===== src/common/rhp_pkg.sv =====
// Package: register indices, field layout and reset values of the root hub power block
package rhp_pkg;
    // Register indices (command codes); byte address is four times the index
    localparam logic [7:0] RHP_CHAR_RD_IDX = 8'h12;
    localparam logic [7:0] RHP_CHAR_WR_IDX = 8'h92;
    localparam logic [7:0] RHP_MASK_RD_IDX = 8'h13;
    localparam logic [7:0] RHP_MASK_WR_IDX = 8'h93;
    // Power command register of our own (not printed)
    localparam logic [7:0] RHP_CMD_IDX = 8'h40;
    localparam logic [7:0] RHP_STAT_IDX = 8'h41;
    // Field positions
    localparam int RHP_PORT_CNT_LSB = 0;
    localparam int RHP_MODE_SEL_BIT = 8;
    localparam int RHP_NO_SWITCH_BIT = 9;
    localparam int RHP_MASK_LSB = 16;
    localparam int RHP_REMOVABLE_LSB = 0;
    // Command register bits: global set/clear, per-port set/clear [port]
    localparam int RHP_CMD_GSET = 0;
    localparam int RHP_CMD_GCLR = 1;
    localparam int RHP_CMD_PSET_LSB = 4;
    localparam int RHP_CMD_PCLR_LSB = 8;
    // Reset values
    localparam logic [1:0] RHP_PORT_CNT_RST = 2'h2;
    localparam logic RHP_MODE_SEL_RST = 1'b1;
    localparam logic RHP_NO_SWITCH_RST = 1'b0;
    localparam logic [2:0] RHP_MASK_RST = 3'h0;
    localparam logic [2:0] RHP_REMOVABLE_RST = 3'h0;

    typedef struct packed {
        logic [9:0] addr;
        logic write;
        logic [31:0] wdata;
    } rhp_req_type;

    typedef struct packed {
        logic global_set;
        logic global_clr;
        logic [2:1] port_set;
        logic [2:1] port_clr;
    } rhp_cmd_type;
endpackage : rhp_pkg


===== src/hw/rhp_power_ctrl.sv =====
// Port power state machine driven by global and per-port commands
`timescale 1ns/100ps
`default_nettype none
module rhp_power_ctrl #(
    parameter int PORTS = 2
) (
    // Clock and reset
    input wire logic pclk,
    input wire logic presetn,
    // Configuration
    input wire logic no_power_switch,
    input wire logic power_switch_mode_sel,
    input wire logic [2:1] port_power_mask,
    // Commands
    input wire rhp_pkg::rhp_cmd_type cmd,
    input wire logic cmd_valid,
    // Port power
    output logic [2:1] port_power
);
    import rhp_pkg::*;

    initial begin
        if (PORTS != 2) $error("rhp_power_ctrl serves exactly two ports");
    end

    logic [2:1] next_port_power;
    logic [2:1] per_port;

    // Mask only matters in per-port mode
    assign per_port = power_switch_mode_sel ? port_power_mask : 2'h0;

    always_comb begin
        next_port_power = port_power;
        if (no_power_switch) begin
            next_port_power = 2'h3;
        end else if (cmd_valid) begin
            for (int p = 1; p <= 2; p++) begin
                if (per_port[p]) begin
                    if (cmd.port_set[p]) next_port_power[p] = 1'b1;
                    if (cmd.port_clr[p]) next_port_power[p] = 1'b0;
                end else begin
                    // unmasked ports move together on global
                    if (cmd.global_set) next_port_power[p] = 1'b1;
                    if (cmd.global_clr) next_port_power[p] = 1'b0;
                end
            end
        end
    end

    always_ff @(posedge pclk or negedge presetn) begin
        if (!presetn) begin
            port_power <= 2'h0;
        end else begin
            port_power <= next_port_power;
        end
    end

    // Global command in global mode powers both ports together in the next cycle
    a_global_ganged: assert property (@(posedge pclk) disable iff (!presetn)
        (cmd_valid && !no_power_switch && !power_switch_mode_sel
         && cmd.global_set && !cmd.global_clr) |=> port_power == 2'h3)
        else $error("global set did not power both ports");
    a_masked_holds: assert property (@(posedge pclk) disable iff (!presetn)
        (!no_power_switch && power_switch_mode_sel && port_power_mask[1]
         && !(cmd_valid && (cmd.port_set[1] || cmd.port_clr[1])))
        |=> port_power[1] == $past(port_power[1]))
        else $error("masked port 1 changed without port command");
    a_unmasked_port: assert property (@(posedge pclk) disable iff (!presetn)
        (!no_power_switch && power_switch_mode_sel && !port_power_mask[2]
         && !(cmd_valid && (cmd.global_set || cmd.global_clr)))
        |=> port_power[2] == $past(port_power[2]))
        else $error("unmasked port 2 changed without global command");
    a_always_on: assert property (@(posedge pclk) disable iff (!presetn)
        no_power_switch |=> port_power == 2'h3)
        else $error("ports not powered with switching off");
endmodule : rhp_power_ctrl
`default_nettype wire


===== src/hw/rhp_root_hub.sv =====
// Root hub descriptor registers with APB slave and port power control
//
// How it works
// - The mode bit 8 only steers power while the no-switching bit is clear.
// - In global mode both ports switch power together in one cycle.
// - In per-port mode a masked port moves only on per-port commands.
// - In per-port mode an unmasked port follows only global commands.
// - Bits 1 to 0 report the port count, two at most.
// - The second descriptor reads at code 13H and writes at code 93H.
// - The port power mask sits in bits 18 to 16, bit 16 reserved.
// - The mask is ignored while the mode bit selects global switching.
// - Removable bits sit in bits 2 to 0, set means fixed, bit 0 reserved.
// - Every register moves as one full 32-bit word.
// - With no-switching set all ports stay powered.
//
// Chosen here: register access over APB.
`timescale 1ns/100ps
`default_nettype none
module rhp_root_hub (
    // APB
    input wire logic pclk,
    input wire logic presetn,
    input wire logic psel,
    input wire logic penable,
    input wire logic pwrite,
    input wire logic [11:0] paddr,
    input wire logic [31:0] pwdata,
    input wire logic [3:0] pstrb,
    output logic [31:0] prdata,
    output logic pready,
    output logic pslverr,
    // Port power outputs
    output logic [2:1] port_power,
    output logic [2:1] port_fixed
);
    import rhp_pkg::*;

    // ---------------------------------------------------------------
    // Register state
    // ---------------------------------------------------------------
    logic power_switch_mode_sel;
    logic no_power_switch;
    logic [2:1] port_power_mask;
    logic [2:1] device_removable_bits;
    logic [1:0] downstream_port_count;
    rhp_cmd_type cmd;
    logic cmd_valid;
    logic access;
    logic wr;
    logic [7:0] idx;
    logic [31:0] next_prdata;
    logic hit;

    assign access = psel && penable;
    assign wr = access && pwrite;
    assign idx = paddr[9:2];
    assign pready = 1'b1;
    assign downstream_port_count = RHP_PORT_CNT_RST;
    assign port_fixed = device_removable_bits;

    // Decode an index, accepting either command code of a register
    function automatic logic is_reg(input logic [7:0] i,
                                    input logic [7:0] rd,
                                    input logic [7:0] wrc);
        is_reg = (i == rd) || (i == wrc);
    endfunction : is_reg

    // ---------------------------------------------------------------
    // Write path
    // ---------------------------------------------------------------
    // Partial-lane writes are refused: the words move whole
    always_ff @(posedge pclk or negedge presetn) begin
        if (!presetn) begin
            power_switch_mode_sel <= RHP_MODE_SEL_RST;
            no_power_switch <= RHP_NO_SWITCH_RST;
        end else if (wr && pstrb == 4'hf
                     && is_reg(idx, RHP_CHAR_RD_IDX, RHP_CHAR_WR_IDX)) begin
            power_switch_mode_sel <= pwdata[RHP_MODE_SEL_BIT];
            no_power_switch <= pwdata[RHP_NO_SWITCH_BIT];
        end
    end

    always_ff @(posedge pclk or negedge presetn) begin
        if (!presetn) begin
            port_power_mask <= RHP_MASK_RST[2:1];
            device_removable_bits <= RHP_REMOVABLE_RST[2:1];
        end else if (wr && pstrb == 4'hf
                     && is_reg(idx, RHP_MASK_RD_IDX, RHP_MASK_WR_IDX)) begin
            // reserved bit 0 of each field is dropped
            port_power_mask <= pwdata[RHP_MASK_LSB+2 -: 2];
            device_removable_bits <= pwdata[RHP_REMOVABLE_LSB+2 -: 2];
        end
    end

    // Power commands are one-shot strobes from a write
    always_comb begin
        cmd.global_set = pwdata[RHP_CMD_GSET];
        cmd.global_clr = pwdata[RHP_CMD_GCLR];
        // Lowest bit of each pair drives port 1
        cmd.port_set = pwdata[RHP_CMD_PSET_LSB +: 2];
        cmd.port_clr = pwdata[RHP_CMD_PCLR_LSB +: 2];
    end

    // Registered so the power change lands one cycle after the write
    logic cmd_valid_q;
    rhp_cmd_type cmd_q;
    assign cmd_valid = wr && pstrb == 4'hf && idx == RHP_CMD_IDX;

    always_ff @(posedge pclk or negedge presetn) begin
        if (!presetn) begin
            cmd_valid_q <= 1'b0;
            cmd_q <= '0;
        end else begin
            cmd_valid_q <= cmd_valid;
            cmd_q <= cmd;
        end
    end

    rhp_power_ctrl #(
        .PORTS(2)
    ) u_power (
        .pclk(pclk),
        .presetn(presetn),
        .no_power_switch(no_power_switch),
        .power_switch_mode_sel(power_switch_mode_sel),
        .port_power_mask(port_power_mask),
        .cmd(cmd_q),
        .cmd_valid(cmd_valid_q),
        .port_power(port_power)
    );

    // ---------------------------------------------------------------
    // Read path
    // ---------------------------------------------------------------
    always_comb begin
        next_prdata = 32'h0000_0000;
        hit = 1'b1;
        if (is_reg(idx, RHP_CHAR_RD_IDX, RHP_CHAR_WR_IDX)) begin
            next_prdata[RHP_PORT_CNT_LSB +: 2] = downstream_port_count;
            next_prdata[RHP_MODE_SEL_BIT] = power_switch_mode_sel;
            next_prdata[RHP_NO_SWITCH_BIT] = no_power_switch;
        end else if (is_reg(idx, RHP_MASK_RD_IDX, RHP_MASK_WR_IDX)) begin
            next_prdata[RHP_MASK_LSB+2 -: 2] = port_power_mask;
            next_prdata[RHP_REMOVABLE_LSB+2 -: 2] = device_removable_bits;
        end else if (idx == RHP_STAT_IDX) begin
            next_prdata[2:1] = port_power;
        end else if (idx != RHP_CMD_IDX) begin
            hit = 1'b0;
        end
    end

    // Data output from a flip-flop, loaded in the setup phase
    always_ff @(posedge pclk or negedge presetn) begin
        if (!presetn) begin
            prdata <= 32'h0000_0000;
        end else if (psel && !penable && !pwrite) begin
            prdata <= next_prdata;
        end
    end

    // Unmapped addresses and partial writes answer with an error
    assign pslverr = access && (!hit || (pwrite && pstrb != 4'hf) ||
                                (paddr[11:10] != 2'h0));

    a_reserved_zero: assert property (@(posedge pclk) disable iff (!presetn)
        prdata[15:10] == 6'h00 && prdata[31:19] == 13'h0000
        && prdata[16] == 1'b0)
        else $error("reserved read bits not zero");
    a_port_count: assert property (@(posedge pclk) disable iff (!presetn)
        (psel && !penable && !pwrite && idx == RHP_CHAR_RD_IDX)
        |=> prdata[1:0] == 2'h2)
        else $error("port count not two");
    a_mask_write: assert property (@(posedge pclk) disable iff (!presetn)
        (wr && pstrb == 4'hf && idx == RHP_MASK_WR_IDX)
        |=> port_power_mask == $past(pwdata[18:17])
            && device_removable_bits == $past(pwdata[2:1]))
        else $error("mask register write lost");
    a_whole_word: assert property (@(posedge pclk) disable iff (!presetn)
        (wr && pstrb != 4'hf) |=> $stable(port_power_mask)
            && $stable(power_switch_mode_sel))
        else $error("partial write changed a register");
endmodule : rhp_root_hub
`default_nettype wire


===== config.mk =====
export PLATFORM = sky130hd
export DESIGN_NAME = rhp_root_hub
export DESIGN_NICKNAME = d
export VERILOG_FILES = /design/src/common/rhp_pkg.sv /design/src/hw/rhp_power_ctrl.sv /design/src/hw/rhp_root_hub.sv
export SDC_FILE = /design/constraint.sdc
export NUM_CORES = 1
export LEC_CHECK = 0
export ABC_AREA = 1
export BUFFER_PORTS_ARGS = -buffer_cell sky130_fd_sc_hd__clkbuf_2
export CAP_MARGIN = 20
export CELL_PAD_IN_SITES_DETAIL_PLACEMENT = 0
export CELL_PAD_IN_SITES_GLOBAL_PLACEMENT = 1
export CORE_MARGIN = 8
export CORE_UTILIZATION = 27
export CTS_CLUSTER_SIZE = 24
export DETAILED_ROUTE_END_ITERATION = 12
export HOLD_SLACK_MARGIN = 0.15
export MAX_ROUTING_LAYER = met4
export PLACE_DENSITY_LB_ADDON = 0.3
export SYNTH_ARGS = -nofsm -noshare
export SYNTH_HDL_FRONTEND = slang
export SYNTH_SLANG_ARGS = --single-unit
export TNS_END_PERCENT = 10

===== constraint.sdc =====
create_clock -name pclk -period 1.5 [get_ports pclk]
set_input_delay 0.45 -clock pclk [delete_from_list [all_inputs] [get_ports pclk]]
set_output_delay 0.45 -clock pclk [all_outputs]
set_load 0.02 [all_outputs]

==> out/metrics.cfg <==
[outcome]
status = finished with violations
failed_checks = setup timing

[floorplanning]
num_rows = 24
die_w_um = 84.1
die-area_um2 = 7070
fp.dieH_um = 84.1
start_util_pct = 28.4
design.core.area_um2 = 4410
ioPinCount = 91

[cts]
numCtsBuffers = 3
htreeDepth = 1
clock_latency_ns = 0.26
clock-sinks = 21
cts.root.buffer_cell = clkbuf_8
cts_tree = yes
clkTransAtPathRegs_ns = 0.08
post_cts_buffers = 0
clk_path_buf_depth = 2

[setup_path]
critPathKind = primary input to output pin
endpoint_kind = output pin
cp_data_arrival_time_ns = 1.28
worstPathMaxFanout = 4
crit_slowest_cell = a21oi_4
path_common_cell = nand2_2
critPathRequiredTime_ns = 1.05
cpPeakStageDelay_ns = 0.16
crit_chain = clkbuf_2 > inv_1 > nor2_1 > nand2_2 > nor2_4 > nor2_2 > nand2_2 > a21oi_4 > buf_8
start_kind = primary input

[global_routing]
grt_pass1_wl_mm = 5.24
grt_max_degree = 22
grt_pass1_vias = 1059
grt_use_total_pct = 9.09
antenna_found_initial = 0
grt-ovfl-total = 0

[yosys]
ys_types = 22
syn_area_per_cell_um2 = 7.93
synth-compound-area-share_pct = 2.00
ys_seq_area_share_pct = 42.1
yosys.area.top_type = dfrtp_1
synth_top_family_by_area = simple AND/OR/NAND/NOR gates
yosys-top-cells-area = dfrtp_1 40%, buf_4 16%, nand2_1 14%
ys_seq_elements = 21
synth_top_flop_cell = dfrtp_1
yosys.area_share.simple_pct = 35.8
synthAdderAreaFrac_pct = 0
synth_edf_count = 0
yosys.area_share.xor_xnor_pct = 0
muxShareOfSynthArea_pct = 0
synth_top_area_share_pct = 40.0
ys_warn_count = 0
async_flop_share_pct = 100
netlist_area_um2 = 1250
netlist_instances = 158

[place]
place_congestion = 0.738
io_buffers = 38
dp_hpwl_mm = 2.56
placed_cell_area_um2 = 1480
dp_cells = 253

[pwr]
peakVddDrop_mv = 0.296
finalPower_mw = 1.14
cellLeakagePower_nw = 0.912
power_density_nw_per_um2 = 732

[min_path]
hold_path.class = primary input to async pin

[timing]
max_slew_margin_pct = 62.7
period_needed_ns = 1.73
finalWorstSetupSlack_ns = -0.226
fmax_ghz = 0.579
drv_slew = 0
clock_skew_ns = 0.00669
hold_viol_final = 0
worstMarginPinSlew_ns = 0.560
setup_viol = 1
finalCritPeriodShare_pct = 115
rsz0062_at_grt = yes
timing.hold.ws_ns = 0.160
setup_tns_ns = -0.226

[drt]
drtAntennaViolNets = 0
drtIter0Drc = 36
drcViolationCount = 0
drt_wl_total_mm = 3.09
vias_per_cell = 3.97
vias = 1020
wire_per_inst_um = 12.0
firstDrtPassIters = 4

[finish]
antennaDiodeCount = 0
seq_area_um2 = 527
multiInputGateArea_um2 = 611
layoutNonFillerInstCount = 257
area_growth_pct = 24.5
n_fill_cell = 489
num-nets-final = 259
fin_area_um2 = 1560
drive_gt1_share_pct = 35.6

[run]
cap_violations = 0

report_power, final:
| part | internal, mW | total, mW | leakage [nW] | switching, mW |
|---|---|---|---|---|
| Sequential | 0.576 | 0.581 | 0.276 | 0.00502 |
| Clock | 0.185 | 0.378 | 0.0255 | 0.193 |
| Combinational | 0.0527 | 0.182 | 0.611 | 0.130 |
| Total | 0.814 | 1.14 | 0.912 | 0.327 |
metal layers:
| metal | global-route usage [%] | vias to the layer above | part of all wire, % | wire length (µm) |
|---|---|---|---|---|
| li1 | - | 531 | - | - |
| met1 | 12.0 | 452 | 49 | 1520 |
| met2 | 12.3 | 35 | 43 | 1330 |
| met3 | 4.30 | 2 | 7.0 | 216 |
| met4 | 1.41 | 0 | 0.52 | 16 |
| met5 | - | - | 0 | 0 |
cells in the final DEF, fill, tap and decap left out, types with 2 or more instances in the layout:
cell type	instances
nand3_1	15
clkbuf_8	3
nand2_2	5
o21ai_1	2
dfrtp_1	20
clkbuf_2	37
nor2_2	5
inv_1	7
nor2_4	3
nor3_1	3
buf_4	7
a21oi_1	2
conb_1	27
nand2_1	43
nor2_1	11
inv_2	3
nand2_4	2
Yosys cell counts, types with 2 or more instances:
cell type   n
nor2_4      2
inv_2       3
nand2_2     2
nand2_1    46
o21ai_1     2
nand3_1    15
nor3_1      3
a21oi_1     3
inv_1       7
nor2_1     16
buf_4      27
dfrtp_1    20
nand2_4     2
conb_1      2
sequential cells by signal, summed over array words and instances, names as in the netlist:
register and count:
cmd_q 6, cmd_valid_q 1, no_power_switch 1, port_fixed 2, port_power_mask 2, power_switch_mode_sel 1, prdata 6, u_power.port_power 2
metrics by stage:
stage	utilization [%]	setup WS, ns
5_1_grt	35.3	-0.312
2_1_floorplan	-	-0.0195
6_report	35.3	-0.226
3_3_place_gp	33.5	-0.287
4_1_cts	34.7	-0.265
3_5_place_dp	33.5	-0.281
path summary, 6_finish.rpt:
kind | start | endpoint | slack (ns) | cells after the start
max | paddr[2] | pslverr | -0.23 | 9
min | presetn | cmd_valid_q | 0.16 | 1
max reg2reg | power_switch_mode_sel | u_power.port_power[1] | 0.36 | 6
min reg2reg | prdata[8] | prdata[8] | 0.49 | 2
max in group asynchronous | presetn | prdata[18] | 0.96 | 1
min in group pclk | pwdata[4] | cmd_q[2] | 0.29 | 1
critical path, delay by kind of cell:
family	cells	cell delay, ns
AND/OR/NAND/NOR	5	0.38
buffers and inverters	3	0.28
AO/OA/AOI/OAI	1	0.16
layout make-up:
class / instances / share of cell area [%]
clock buffers: 3 / 2.65
clock inverters: 1 / 0.321
inverters: 10 / 2.41
multi-input cells: 124 / 39.2
flip-flops and latches: 21 / 33.8
well taps: 52 / 4.17
repair buffers: 46 / 17.5
cell families after synthesis:
group	Yosys count
flops	21
other cells	2
simple gates	92
buf+inv	38
compound gates	5
what timing repair did:
item,in CTS,in global routing
hold buffers,0,0
gates resized for setup,2,10
pin swaps,3,6
endpoints found under the setup margin,1,1
cloned,0,0
Note: power is estimated with default switching activity, not from simulation.
